==> src/include/fbr_cfg.svh <==
`ifndef FBR_CFG_SVH
`define FBR_CFG_SVH
`define FBR_ADDR_W 21
`define FBR_DATA_W 16
`define FBR_PART_LSB 18
`define FBR_PART_MSB 20
`define FBR_NPART 8
`define FBR_SR_W 8
`define FBR_SR_RESET 8'h80
`define FBR_CMD_ARRAY 8'hff
`define FBR_CMD_STATUS 8'h70
`define FBR_CMD_IDENT 8'h90
`define FBR_CMD_QUERY 8'h98
`define FBR_CLK_MHZ 10
`define FBR_LATENCY 3'h2
`define FBR_LEN_4 2'h0
`define FBR_LEN_8 2'h1
`define FBR_LEN_16 2'h2
`define FBR_LEN_CONT 2'h3
`define FBR_MASK_4 21'h000003
`define FBR_MASK_8 21'h000007
`define FBR_MASK_16 21'h00000f
`define FBR_WAKE_W 12
`define FBR_BUF_DEPTH 2
`endif

==> src/include/fbr_pkg.sv <==
`include "fbr_cfg.svh"
package fbr_pkg;
    typedef enum logic [1:0] {
        FBR_MODE_ARRAY = 2'b00,
        FBR_MODE_IDENT = 2'b01,
        FBR_MODE_QUERY = 2'b10,
        FBR_MODE_STATUS = 2'b11
    } fbr_mode_t;
    typedef enum logic [1:0] {
        FBR_B_IDLE = 2'b00,
        FBR_B_LAT = 2'b01,
        FBR_B_DATA = 2'b10
    } fbr_burst_t;
    typedef struct packed {
        logic rcfg_sync;
        logic rcfg_fall;
        logic [1:0] rcfg_len;
        fbr_mode_t [`FBR_NPART-1:0] mode;
        logic [`FBR_NPART-1:0][`FBR_SR_W-1:0] status;
        logic [`FBR_ADDR_W-1:0] addr;
        fbr_burst_t bstate;
        logic [2:0] lat;
        logic hclk_q;
        logic adv_q;
        logic adv_done;
        logic we_q;
        logic [`FBR_WAKE_W-1:0] wake;
        logic out_ok;
        logic wr_ok;
        logic [`FBR_DATA_W-1:0] data_out;
        logic data_oe;
        logic wait_busy;
        logic wait_oe;
        logic [`FBR_ADDR_W-1:0] array_addr;
        fbr_mode_t info_sel;
        logic [`FBR_BUF_DEPTH-1:0][`FBR_ADDR_W-1:0] buf_addr;
        logic [`FBR_BUF_DEPTH-1:0][`FBR_DATA_W-1:0] buf_data;
        logic [`FBR_BUF_DEPTH-1:0] buf_vld;
        logic write_ready;
        logic abort;
    } fbr_state_t;
endpackage

==> src/rtl/fbr_flash_bus.sv <==
// Behaviour
// RL1: burst lengths four, eight, sixteen, continuous
// RL2: burst address advances on host clock edges
// RL3: identifier mode returns identifier data only
// RL4: query mode returns query data only
// RL5: status mode returns addressed partition status
// RL6: non-array reads single cycle, wait asserted
// RL7: wait meaningful only for synchronous array reads
// RL8: read mode changes only by command
// RL9: reset gives array mode, status 80h, async
// RL10: partition decoded from upper address bits
// RL11: address valid opens latch, enable drives data
// RL12: async mode latches address on valid release
// RL13: sync latch at valid rise or edge
// RL14: host keeps write enable, reset high reading
// RL15: async-only host ties clock high, valid low
// RL16: halted clock, output disabled pauses burst
// RL17: suspended burst keeps its latched state
// RL18: resume continues from the stopped word
// RL19: wait gated by chip select only
// RL20: chip select high floats outputs, engine continues
// RL21: reset floats outputs, wake-up delays follow
// RL22: reset aborts program or erase
// RL23: host holds reset low 100 ns minimum
// RL24: write cycle captures data, ignores clock
// RL25: output disable floats the data outputs
`timescale 1ns/1ps
`default_nettype none
module fbr_flash_bus
    import fbr_pkg::*;
#(
    parameter int OUT_DELAY_NS = 150,
    parameter int WR_DELAY_NS = 150
) (
    // clock and reset pin
    input wire logic i_mclk,
    input wire logic i_rst_n,
    // host bus pins
    input wire logic i_host_clk,
    input wire logic i_address_valid_n,
    input wire logic i_chip_sel_n,
    input wire logic i_out_en_n,
    input wire logic i_write_en_n,
    input wire logic [`FBR_ADDR_W-1:0] i_addr,
    input wire logic [`FBR_DATA_W-1:0] i_data,
    output logic [`FBR_DATA_W-1:0] o_data,
    output logic o_data_oe,
    output logic o_wait,
    output logic o_wait_oe,
    // read configuration load
    input wire logic i_rcfg_load,
    input wire logic i_rcfg_sync,
    input wire logic i_rcfg_fall,
    input wire logic [1:0] i_rcfg_len,
    // array and information sources
    output logic [`FBR_ADDR_W-1:0] o_array_addr,
    output fbr_mode_t o_info_sel,
    input wire logic [`FBR_DATA_W-1:0] i_array_data,
    input wire logic [`FBR_DATA_W-1:0] i_info_data,
    // status updates from the program_erase_engine
    input wire logic i_status_we,
    input wire logic [2:0] i_status_part,
    input wire logic [`FBR_SR_W-1:0] i_status_val,
    // command words to the program_erase_engine
    output logic o_cmd_valid,
    output logic [`FBR_ADDR_W-1:0] o_cmd_addr,
    output logic [`FBR_DATA_W-1:0] o_cmd_data,
    input wire logic i_cmd_ready,
    output logic o_write_ready,
    output logic o_engine_abort
);
    localparam int OUT_CYC_RAW = (OUT_DELAY_NS * `FBR_CLK_MHZ + 999) / 1000;
    localparam int WR_CYC_RAW = (WR_DELAY_NS * `FBR_CLK_MHZ + 999) / 1000;
    // at least one edge of wake-up, even for a zero delay
    localparam logic [`FBR_WAKE_W-1:0] OUT_CYC =
        `FBR_WAKE_W'((OUT_CYC_RAW < 1) ? 1 : OUT_CYC_RAW);
    localparam logic [`FBR_WAKE_W-1:0] WR_CYC =
        `FBR_WAKE_W'((WR_CYC_RAW < 1) ? 1 : WR_CYC_RAW);

    fbr_state_t s;
    fbr_state_t n;

    function automatic logic [2:0] part_of(input logic [`FBR_ADDR_W-1:0] a);
        part_of = a[`FBR_PART_MSB:`FBR_PART_LSB];
    endfunction

    // wraps inside an aligned group; continuous runs linear
    function automatic logic [`FBR_ADDR_W-1:0] burst_step(
        input logic [`FBR_ADDR_W-1:0] a,
        input logic [1:0] len
    );
        logic [`FBR_ADDR_W-1:0] m;
        logic [`FBR_ADDR_W-1:0] inc;
        begin
            inc = a + 21'h000001;
            case (len)
                `FBR_LEN_4: m = `FBR_MASK_4;
                `FBR_LEN_8: m = `FBR_MASK_8;
                `FBR_LEN_16: m = `FBR_MASK_16;
                default: m = ~21'h000000;
            endcase
            burst_step = (a & ~m) | (inc & m);
        end
    endfunction

    logic hclk_edge;
    logic adv_rise;
    logic adv_fall;
    logic wr_ev;
    logic cmd_pop;
    logic latch_ev;
    fbr_mode_t cur_mode;
    fbr_mode_t new_mode;
    logic [`FBR_DATA_W-1:0] src;

    always_comb begin
        n = s;
        hclk_edge = s.rcfg_fall ? (s.hclk_q & ~i_host_clk) : (~s.hclk_q & i_host_clk);
        adv_rise = ~s.adv_q & i_address_valid_n;
        adv_fall = s.adv_q & ~i_address_valid_n;
        n.hclk_q = i_host_clk;
        n.adv_q = i_address_valid_n;
        n.we_q = i_write_en_n;
        n.abort = 1'b0;

        // wake-up counters after reset release
        if (s.wake != ~12'h000) begin
            n.wake = s.wake + 12'h001;
        end
        n.out_ok = s.out_ok | (n.wake >= OUT_CYC); // see RL21
        n.wr_ok = s.wr_ok | (n.wake >= WR_CYC); // see RL21

        if (i_rcfg_load) begin
            n.rcfg_sync = i_rcfg_sync;
            n.rcfg_fall = i_rcfg_fall;
            n.rcfg_len = i_rcfg_len; // see RL1
        end

        for (int p = 0; p < `FBR_NPART; p++) begin
            if (i_status_we && i_status_part == 3'(p)) begin
                n.status[p] = i_status_val;
            end
        end

        // write cycle on write enable rise, host clock not looked at
        wr_ev = ~s.we_q & i_write_en_n & ~i_chip_sel_n & i_out_en_n & s.wr_ok; // see RL24
        new_mode = s.mode[part_of(i_addr)];
        case (i_data[7:0])
            `FBR_CMD_ARRAY: new_mode = FBR_MODE_ARRAY;
            `FBR_CMD_STATUS: new_mode = FBR_MODE_STATUS;
            `FBR_CMD_IDENT: new_mode = FBR_MODE_IDENT;
            `FBR_CMD_QUERY: new_mode = FBR_MODE_QUERY;
            default: new_mode = s.mode[part_of(i_addr)];
        endcase
        if (wr_ev) begin
            n.mode[part_of(i_addr)] = new_mode; // see RL8
        end

        // two-entry command buffer, head always in slot 0
        cmd_pop = s.buf_vld[0] & i_cmd_ready;
        if (cmd_pop) begin
            n.buf_addr[0] = s.buf_addr[1];
            n.buf_data[0] = s.buf_data[1];
            n.buf_vld[0] = s.buf_vld[1];
            n.buf_vld[1] = 1'b0;
        end
        // drained even while deselected so the engine keeps going
        if (wr_ev) begin // see RL20
            if (!n.buf_vld[0]) begin
                n.buf_addr[0] = i_addr;
                n.buf_data[0] = i_data;
                n.buf_vld[0] = 1'b1;
            end else if (!n.buf_vld[1]) begin
                n.buf_addr[1] = i_addr;
                n.buf_data[1] = i_data;
                n.buf_vld[1] = 1'b1;
            end
        end
        n.write_ready = ~n.buf_vld[1];

        // address latch and burst sequencing
        if (adv_fall) begin
            n.adv_done = 1'b0;
        end
        latch_ev = ~i_chip_sel_n & ~s.adv_done
            & (adv_rise | (hclk_edge & ~i_address_valid_n)); // see RL13
        if (i_chip_sel_n) begin
            n.bstate = FBR_B_IDLE;
        end else if (!s.rcfg_sync) begin
            n.bstate = FBR_B_IDLE;
            if (!i_address_valid_n) begin
                n.addr = i_addr; // see RL11
            end
            // holding on the rise keeps the last transparent address
            if (adv_rise) begin
                n.adv_done = 1'b1; // see RL12
            end
        end else if (latch_ev) begin
            n.addr = i_addr;
            n.adv_done = 1'b1;
            n.lat = `FBR_LATENCY;
            // non-array modes never burst
            n.bstate = (s.mode[part_of(i_addr)] == FBR_MODE_ARRAY) ?
                FBR_B_LAT : FBR_B_IDLE; // see RL6
        end else begin
            case (s.bstate)
                FBR_B_IDLE: n.bstate = FBR_B_IDLE;
                FBR_B_LAT: begin
                    if (hclk_edge) begin
                        if (s.lat == 3'h1) begin
                            n.bstate = FBR_B_DATA;
                        end else begin
                            n.lat = s.lat - 3'h1;
                        end
                    end
                end
                FBR_B_DATA: begin
                    // halted clock or disabled output freezes the word
                    if (hclk_edge && !i_out_en_n) begin // see RL16 see RL18
                        n.addr = burst_step(s.addr, s.rcfg_len); // see RL1 see RL2
                    end
                end
                default: n.bstate = FBR_B_IDLE;
            endcase
        end

        // data source for the addressed partition
        cur_mode = s.mode[part_of(s.addr)]; // see RL10
        case (cur_mode)
            FBR_MODE_ARRAY: src = i_array_data;
            FBR_MODE_IDENT: src = i_info_data; // see RL3
            FBR_MODE_QUERY: src = {8'h00, i_info_data[7:0]}; // see RL4
            FBR_MODE_STATUS: src = {8'h00, s.status[part_of(s.addr)]}; // see RL5
            default: src = i_array_data;
        endcase
        // sensing keeps running while suspended; the output word stays put
        if (s.bstate != FBR_B_DATA || !i_out_en_n) begin // see RL17
            n.data_out = src;
        end
        n.array_addr = n.addr; // see RL17
        n.info_sel = cur_mode;
        n.data_oe = ~i_chip_sel_n & ~i_out_en_n & i_write_en_n & s.out_ok; // see RL11 see RL20 see RL25
        n.wait_oe = ~i_chip_sel_n & s.out_ok; // see RL19
        // busy unless a synchronous array burst is delivering
        n.wait_busy = ~(s.rcfg_sync & (cur_mode == FBR_MODE_ARRAY)
            & (n.bstate == FBR_B_DATA)); // see RL6 see RL7
    end

    always_ff @(posedge i_mclk or negedge i_rst_n) begin
        if (!i_rst_n) begin
            s <= '0;
            for (int p = 0; p < `FBR_NPART; p++) begin
                s.mode[p] <= FBR_MODE_ARRAY; // see RL9
                s.status[p] <= `FBR_SR_RESET; // see RL9
            end
            s.rcfg_sync <= 1'b0; // see RL9
            s.bstate <= FBR_B_IDLE;
            s.info_sel <= FBR_MODE_ARRAY;
            s.hclk_q <= 1'b1;
            s.adv_q <= 1'b1;
            s.we_q <= 1'b1;
            s.wait_busy <= 1'b1;
            s.write_ready <= 1'b1;
            s.abort <= 1'b1; // see RL22
        end else begin
            s <= n;
        end
    end

    assign o_data = s.data_out;
    assign o_data_oe = s.data_oe;
    assign o_wait = s.wait_busy;
    assign o_wait_oe = s.wait_oe;
    assign o_array_addr = s.array_addr;
    assign o_info_sel = s.info_sel;
    assign o_cmd_valid = s.buf_vld[0];
    assign o_cmd_addr = s.buf_addr[0];
    assign o_cmd_data = s.buf_data[0];
    assign o_write_ready = s.write_ready;
    assign o_engine_abort = s.abort;
endmodule
`default_nettype wire

==> config.mk <==
export PLATFORM = sky130hd
export DESIGN_NAME = fbr_flash_bus
export DESIGN_NICKNAME = d
export VERILOG_FILES = /design/src/include/fbr_pkg.sv /design/src/rtl/fbr_flash_bus.sv
export VERILOG_INCLUDE_DIRS = /design/src /design/src/include
export SDC_FILE = /design/constraint.sdc
export NUM_CORES = 1
export LEC_CHECK = 0
export BUFFER_PORTS_ARGS = -buffer_cell sky130_fd_sc_hd__buf_2
export CAP_MARGIN = 20
export CORE_MARGIN = 3
export CORE_UTILIZATION = 44
export DETAILED_ROUTE_END_ITERATION = 6
export GPL_TIMING_DRIVEN = 0
export SYNTH_ARGS = -nofsm -noshare
export SYNTH_HDL_FRONTEND = slang
export SYNTH_SLANG_ARGS = --single-unit
==> constraint.sdc <==
create_clock -name i_mclk -period 2.7 [get_ports i_mclk]
set_input_delay 0.27 -clock i_mclk [delete_from_list [all_inputs] [get_ports i_mclk]]
set_output_delay 0.27 -clock i_mclk [all_outputs]
set_load 0.01 [all_outputs]
==> results of run 1 <==
==> path summary, 6_finish.rpt <==
path / startpoint / end
worst max-delay path: flip-flop / o_data[3]
worst min-delay path: i_info_data[1] / o_data[1]
worst max register to register: flip-flop / o_data[3]
worst min register to register: s[121] / s[121]
max in group asynchronous: i_rst_n / s[125]
min in group asynchronous: i_rst_n / o_cmd_addr[5]
==> power by group through the flow <==
stage	Clock [W]	Combinational, W	Sequential, W
finish	0.00355	0.00348	0.00482
global route	0.00380	0.00381	0.00493
CTS	0.00365	0.00353	0.00481
detailed placement	0	0.00347	0.00486
global placement	0	0.00342	0.00484
floorplan	0	0.00249	0.00471
==> synthesized netlist by cell type (all sizes together) (3+ instances only) <==
cell type / instances / share of area
o221ai: 9 / 0.0067
nor3b: 5 / 0.0041
and3b: 4 / 0.0030
clkbuf: 33 / 0.011
a31oi: 7 / 0.0037
a21oi: 27 / 0.012
nor4: 12 / 0.0064
nand3: 16 / 0.0068
mux2: 124 / 0.12
buf: 99 / 0.063
nor3: 28 / 0.013
mux4: 22 / 0.044
nand4b: 4 / 0.0030
o21a: 4 / 0.0026
o31a: 3 / 0.0023
o21ai: 68 / 0.029
xnor2: 9 / 0.0067
and4: 4 / 0.0030
inv: 17 / 0.0054
dfstp: 14 / 0.031
nand2b: 6 / 0.0032
nand2: 98 / 0.032
or3: 6 / 0.0032
ha: 6 / 0.0064
dfrtp: 213 / 0.45
a211oi: 4 / 0.0030
and3: 11 / 0.0059
o22ai: 5 / 0.0027
nand4: 8 / 0.0043
nor2: 26 / 0.0083
or2: 4 / 0.0021
o2bb2ai: 12 / 0.0090
nor2b: 10 / 0.0053
a2bb2oi: 7 / 0.0052
o31ai: 3 / 0.0028
mux2i: 67 / 0.058
==> area by class of cell <==
type / instances / area share
flip-flops and latches: 227 / 0.3988
multi-input cells: 643 / 0.3568
repair buffers: 207 / 0.08880
plain buffers: 132 / 0.06034
clock buffers: 41 / 0.05587
well taps: 335 / 0.02934
clock inverters: 9 / 0.005605
inverters: 17 / 0.004466
==> worst max-delay path, cell delays in order (launching register included) <==
cell and delay (ns):
dfrtp_1 0.39, buf_2 0.32, clkbuf_1 0.62, mux4_2 0.40, mux2_2 0.29, o221ai_1 0.23, a21oi_1 0.11
==> per-stage QoR <==
| step | setup slack [ns] | utilization | TNS [ns] |
|---|---|---|---|
| 3_3_place_gp | -2.862 | 0.4964 | -623.55 |
| 4_1_cts | 0.2008 | 0.5467 | 0 |
| 5_1_grt | 0.03768 | 0.5467 | 0 |
| 3_5_place_dp | 0.1438 | 0.4978 | 0 |
| 2_1_floorplan | 0.7831 | - | 0 |
| 6_report | 0.2112 | 0.5467 | 0 |
==> placed cells by master (no fill, tap or decap), types with 14 or more instances in the layout <==
cell type,instances
inv_1,17
clkbuf_1,40
dfrtp_1,213
nand2_1,96
dfstp_2,14
dlygate4sd3_1,40
buf_2,176
buf_4,82
nor2_1,26
o21ai_0,68
mux4_2,18
mux2i_1,65
nor3_1,25
mux2_2,124
nand3_1,16
clkbuf_16,27
a21oi_1,27
==> routing by layer <==
layer / GRT usage / share of wire / vias up / wire [um]
met5: 0 / 0 / - / 0
met4: 0.04979 / 0.023 / 0 / 651
met3: 0.03028 / 0.050 / 40 / 1432
met2: 0.3072 / 0.45 / 221 / 12930
met1: 0.2821 / 0.47 / 4205 / 13430
li1: - / - / 4101 / -
==> kinds of logic after synthesis <==
kind of cell,Yosys count
simple gates,250
flops,227
mux,213
compound gates,162
buf+inv,149
xor+xnor,11
fa+ha+maj,6
other cells,1
==> what timing repair did <==
| action | in CTS | in global routing |
|---|---|---|
| resized for setup | 0 | 0 |
| setup buffers | 0 | 0 |
| endpoints found under the hold margin | 159 | 0 |
| hold buffers | 40 | 0 |
==> registers in the layout, summed over array words and instances, names as in the netlist, named ones only <==
name            flops
o_cmd_data         16
o_cmd_valid         1
o_wait_oe           1
o_wait              1
o_write_ready       1
o_engine_abort      1
o_array_addr        2
o_data             16
o_info_sel          2
o_cmd_addr         21
s                 145
o_data_oe           1
==> summary.md, run 1 <==
| Metric | Value |
|---|---|
| Global-route wire length before repair | `45,130 um` |
| Largest family of logic cells by synthesized area | `multiplexers` |
| Placed cell area | `13,010 sq um` |
| Predominant post-synthesis flop cell | `dfrtp_1` |
| Vias in the first global route | `8,375` |
| NumNets Final | `between 1k and 1.5k` |
| Setup crit end kind | `flip-flop` |
| Slew Limit Headroom | `0.3729` |
| DR WL/cell | `17.66 um` |
| Routability cong. | `~0.84` |
| Slew Viols, Final | `0` |
| F_max | `0.4018 GHz` |
| I/O Buffers | `166` |
| Hold depth | `3` |
| Yosys Warn Count | `0` |
| Gate power share | `0.293` |
| Filler cell count | `2,407` |
| Die W | `about 170 um` |
| Internal | `0.008347 W` |
| Register area share after synthesis | `0.4861` |
| Starting DRT DRC Count | `494` |
| P_sw | `0.003497 W` |
| TritonRoute pass-1 iters | `5` |
| ANT cells | `0` |
| Final instance area | `14,290 sq um` |
| Crit Path Max Fanout | `10` |
| CP required | `between 3 and 4 ns` |
| Clk pin slew, worst setup/hold paths | `0.06 ns` |
| Fin crit period | `roughly 2.5 ns` |
| Largest net degree at the start of global routing | `120` |
| CORE AREA | `26,130 sq um` |
| RSZ-0062 raised after global routing | `false` |
| Area of the die | `28,630 sq um` |
| Worst vdd ir | `0.4907 mV` |
| Clock Sinks | `227` |
| Avg Cell Area, Syn | `~12 sq um` |
| Mapped Cells | `~1.0k` |
| Cells after DPL | `~1.5k` |
| Sequential fraction of design power | `0.407` |
| Share of async-settable or async-resettable flops after synthesis | `1.000` |
| Num ports | `176` |
| Synthesized area | `roughly 12,000 sq um` |
| CTS tree | `yes` |
| EDFF count, synth | `0` |
| Status | `completed` |
| Final hold viol count | `0` |
| Routed WL | `about 28,000 um` |
| Leak | `6.714 nW` |
| Critical path type | `reg2reg` |
| Adder-cell share of the synthesized area | `0.006405` |
| Worst r2r path cells | `6` |
| Area of the multi-input gates | `5097 sq um` |
| Proportion of layout cells with a drive suffix above 1 | `0.3817` |
| Fin cells | `1,611` |
| Simple-gate share of the synthesized area | `0.1103` |
| Clock Tree Buf Depth | `3` |
| Clock power frac | `0.300` |
| Max Cap Violations | `0` |
| Skew-Pair Late Insertion Delay | `0.53 ns` |
| Gr ovfl total | `0` |
| Mux cell area share after synthesis | `0.2205` |
| Final total power | `0.01184 W` |
| DRC viols | `0` |
| Post-Synth XOR/XNOR Area | `0.008219` |
| H-Tree Depth | `1` |
| Power per cell area | `829.0 nW/um^2` |
| Post-synthesis compound-gate area fraction | `0.08913` |
| Initial antenna violation count | `0` |
| Startpoint Class | `flip-flop` |
| Clock root buffer | `clkbuf_16` |
| HP Class | `in2reg` |
| Hold_ws | `0.02499 ns` |
| GR Util All Layers | `0.1940` |
| Switch share | `0.2953` |
| Synthesized net count | `1,119` |
| Data arrival, critical path | `2.89 ns` |
| Area growth from synthesis to layout | `21.89%` |
| Worst-Margin Slew | `roughly 0.94 ns` |
| Skew final | `around 0.0082 ns` |
| Die Ht | `169.2 um` |
| Final setup violation count | `0` |
| Yosys cell types | `68` |
| Rows | `59` |
| #FFs+latches synth | `227` |
| R2R Setup Slk | `0.21 ns` |
| Sequential Area | `5698 sq um` |
| Vias per cell | `5.318` |
| Hpwl dp | `19,540 um` |
| Starting density of the core | `0.4485` |
| CTS Buf Count | `27` |
| Detailed-route via count | `roughly 8.6k` |
| Final ANT Viol Nets | `0` |
| Tcrit/Tclk final | `0.9218` |
No activity file was read; power rests on OpenSTA's default activity.
==> inputs of run 2 (changes only) <==
--- a/config.mk
+++ b/config.mk
@@ -9,7 +9,7 @@
 export BUFFER_PORTS_ARGS = -buffer_cell sky130_fd_sc_hd__buf_2
 export CAP_MARGIN = 20
 export CORE_MARGIN = 3
-export CORE_UTILIZATION = 44
+export CORE_UTILIZATION = 40
 export DETAILED_ROUTE_END_ITERATION = 6
 export GPL_TIMING_DRIVEN = 0
 export SYNTH_ARGS = -nofsm -noshare
==> summary.md, run 2 (synthesized netlist as in run 1, its figures left out) <==
| Metric | Value |
|---|---|
| Final total power | `0.01200 W` |
| Clk pin slew, worst setup/hold paths | `about 0.060 ns` |
| Crit Path Max Fanout | `10` |
| CP Cell Sequence | `nor3b_1, o31ai_2, o21ai_0, clkbuf_1, o21ai_0, o2bb2ai_1` |
| Area of the multi-input gates | `~5100 sq um` |
| Commonest cells after routing, fill and taps aside | `dfrtp_1 (213), buf_2 (176), mux2_2 (124)` |
| CP most frequent cell | `o21ai_0` |
| Slew Viols, Final | `0` |
| Starting density of the core | `0.4073` |
| Clock Sinks | `227` |
| Initial antenna violation count | `1` |
| Die Ht | `177.2 um` |
| Leak | `between 6 and 7 nW` |
| Worst-Margin Slew | `between 0.8 and 0.9 ns` |
| Power per cell area | `836.3 nW/um^2` |
| Most common cell after layout, fill and taps aside | `dfrtp_1` |
| NumNets Final | `1,351` |
| Max Cap Violations | `0` |
| Setup crit end kind | `flip-flop` |
| Max stage delay cell, worst path | `o21ai_0` |
| Hpwl dp | `20,120 um` |
| CP Buf/Inv Count | `1` |
| Final ANT Viol Nets | `0` |
| Slew Limit Headroom | `0.4184` |
| TritonRoute pass-1 iters | `4` |
| I/O Buffers | `166` |
| Hold_buf cts | `35` |
| Fin crit period | `2.457 ns` |
| Total of cells resized after clock tree synthesis | `0` |
| Routed WL | `28,540 um` |
| H-Tree Depth | `1` |
| HP Class | `in2reg` |
| CTS tree | `yes` |
| CORE AREA | `around 29,000 sq um` |
| Max reg flops | `145` |
| Rows | `62` |
| GRT Max-Usage Layer | `met2` |
| Status | `completed` |
| Data arrival, critical path | `about 2.9 ns` |
| CP required | `3.10 ns` |
| F_max | `just over 0.4 GHz` |
| CP delay by family, top | `compound AO/OA/AOI/OAI gates` |
| Gr ovfl total | `0` |
| Area growth from synthesis to layout | `22.41%` |
| Met3 Resource Use GR | `0.02810` |
| Largest net degree at the start of global routing | `around 100` |
| Worst vdd ir | `0.4667 mV` |
| Startpoint Class | `flip-flop` |
| RSZ-0062 raised after global routing | `false` |
| CTS Buf Count | `27` |
| Tcrit/Tclk final | `0.9100` |
| Starting DRT DRC Count | `around 450` |
| DR WL/cell | `17.27 um` |
| GR Util All Layers | `0.1814` |
| Largest stage delay, worst path | `0.66 ns` |
| Post-CTS setup buffers | `0` |
| Skew final | `0.01119 ns` |
| Detailed-route via count | `8,572` |
| Vias per cell | `5.186` |
| Met1 Resource Use GR | `0.2547` |
| Top reg by flops | `s` |
| Num ports | `176` |
| Routability cong. | `0.8067` |
| DRC viols | `0` |
| ANT cells | `0` |
| Final setup violation count | `0` |
| Clock root buffer | `clkbuf_16` |
| Vias in the first global route | `8,529` |
| Sequential Area | `between 5000 and 6000 sq um` |
| Filler cell count | `2,665` |
| Global-route wire length before repair | `46,060 um` |
| Clock Tree Buf Depth | `3` |
| Hold_ws | `0.01677 ns` |
| Skew-Pair Late Insertion Delay | `roughly 0.53 ns` |
| M2 GR Usage | `0.3018` |
| Final hold viol count | `0` |
| Die W | `177.2 um` |
| Proportion of layout cells with a drive suffix above 1 | `0.3822` |
| Area of the die | `~31,000 sq um` |
| Critical path type | `reg2reg` |
run 2: metal layers:
| metal | wire (um) | part of all wire |
|---|---|---|
| met1 | 13200 | 0.46 |
| met5 | 9 | 0.00032 |
| met2 | 13540 | 0.47 |
| met4 | 466 | 0.016 |
| met3 | 1329 | 0.047 |
run 2: area by class of cell:
class	count	share of cell area
flip-flops and latches	227	0.3971
well taps	384	0.03349
clock inverters	11	0.01186
plain buffers	132	0.06009
multi-input cells	643	0.3553
clock buffers	36	0.05084
inverters	17	0.004448
repair buffers	203	0.08686
run 2: worst register-to-register path, stage by stage (launching register included):
cell and delay [ns]:
dfrtp_1 0.42, nor3b_1 0.30, o31ai_2 0.18, o21ai_0 0.66
clkbuf_1 0.43, o21ai_0 0.20, o2bb2ai_1 0.15
run 2: worst paths after layout:
kind | startpoint | endpoint | slack [ns] | cells past startpoint
worst min-delay path | i_addr[14] | o_cmd_addr[14] | 0.02 | 3
worst min register to register | s[121] | s[121] | 0.47 | 2
worst max register to register | s[246] | flip-flop | 0.24 | 6
max in group asynchronous | i_rst_n | s[191] | 1.25 | 4
min in group asynchronous | i_rst_n | o_cmd_addr[6] | 0.21 | 2
worst max-delay path | s[246] | flip-flop | 0.24 | 6
run 2: through the flow:
stage | setup WS, ns | utilization | setup TNS (ns) | area (sq um) | std cells
global placement | -2.819 | 0.4528 | -613.87 | 13030 | 1569
CTS | 0.2488 | 0.4985 | 0 | 14350 | 1653
global route | 0.06989 | 0.4985 | 0 | 14350 | 1653
floorplan | 0.7831 | - | 0 | 11720 | 1019
detailed placement | 0.1930 | 0.4551 | 0 | 13100 | 1571
finish | 0.2430 | 0.4985 | 0 | 14350 | 1653
run 2: where the power goes:
group / switching, W / internal, W / total [W]
Sequential: 0.000537 / 0.00429 / 0.00482
Combinational: 0.00154 / 0.00193 / 0.00347
Clock: 0.00143 / 0.00228 / 0.00371
Total: 0.00351 / 0.00849 / 0.0120
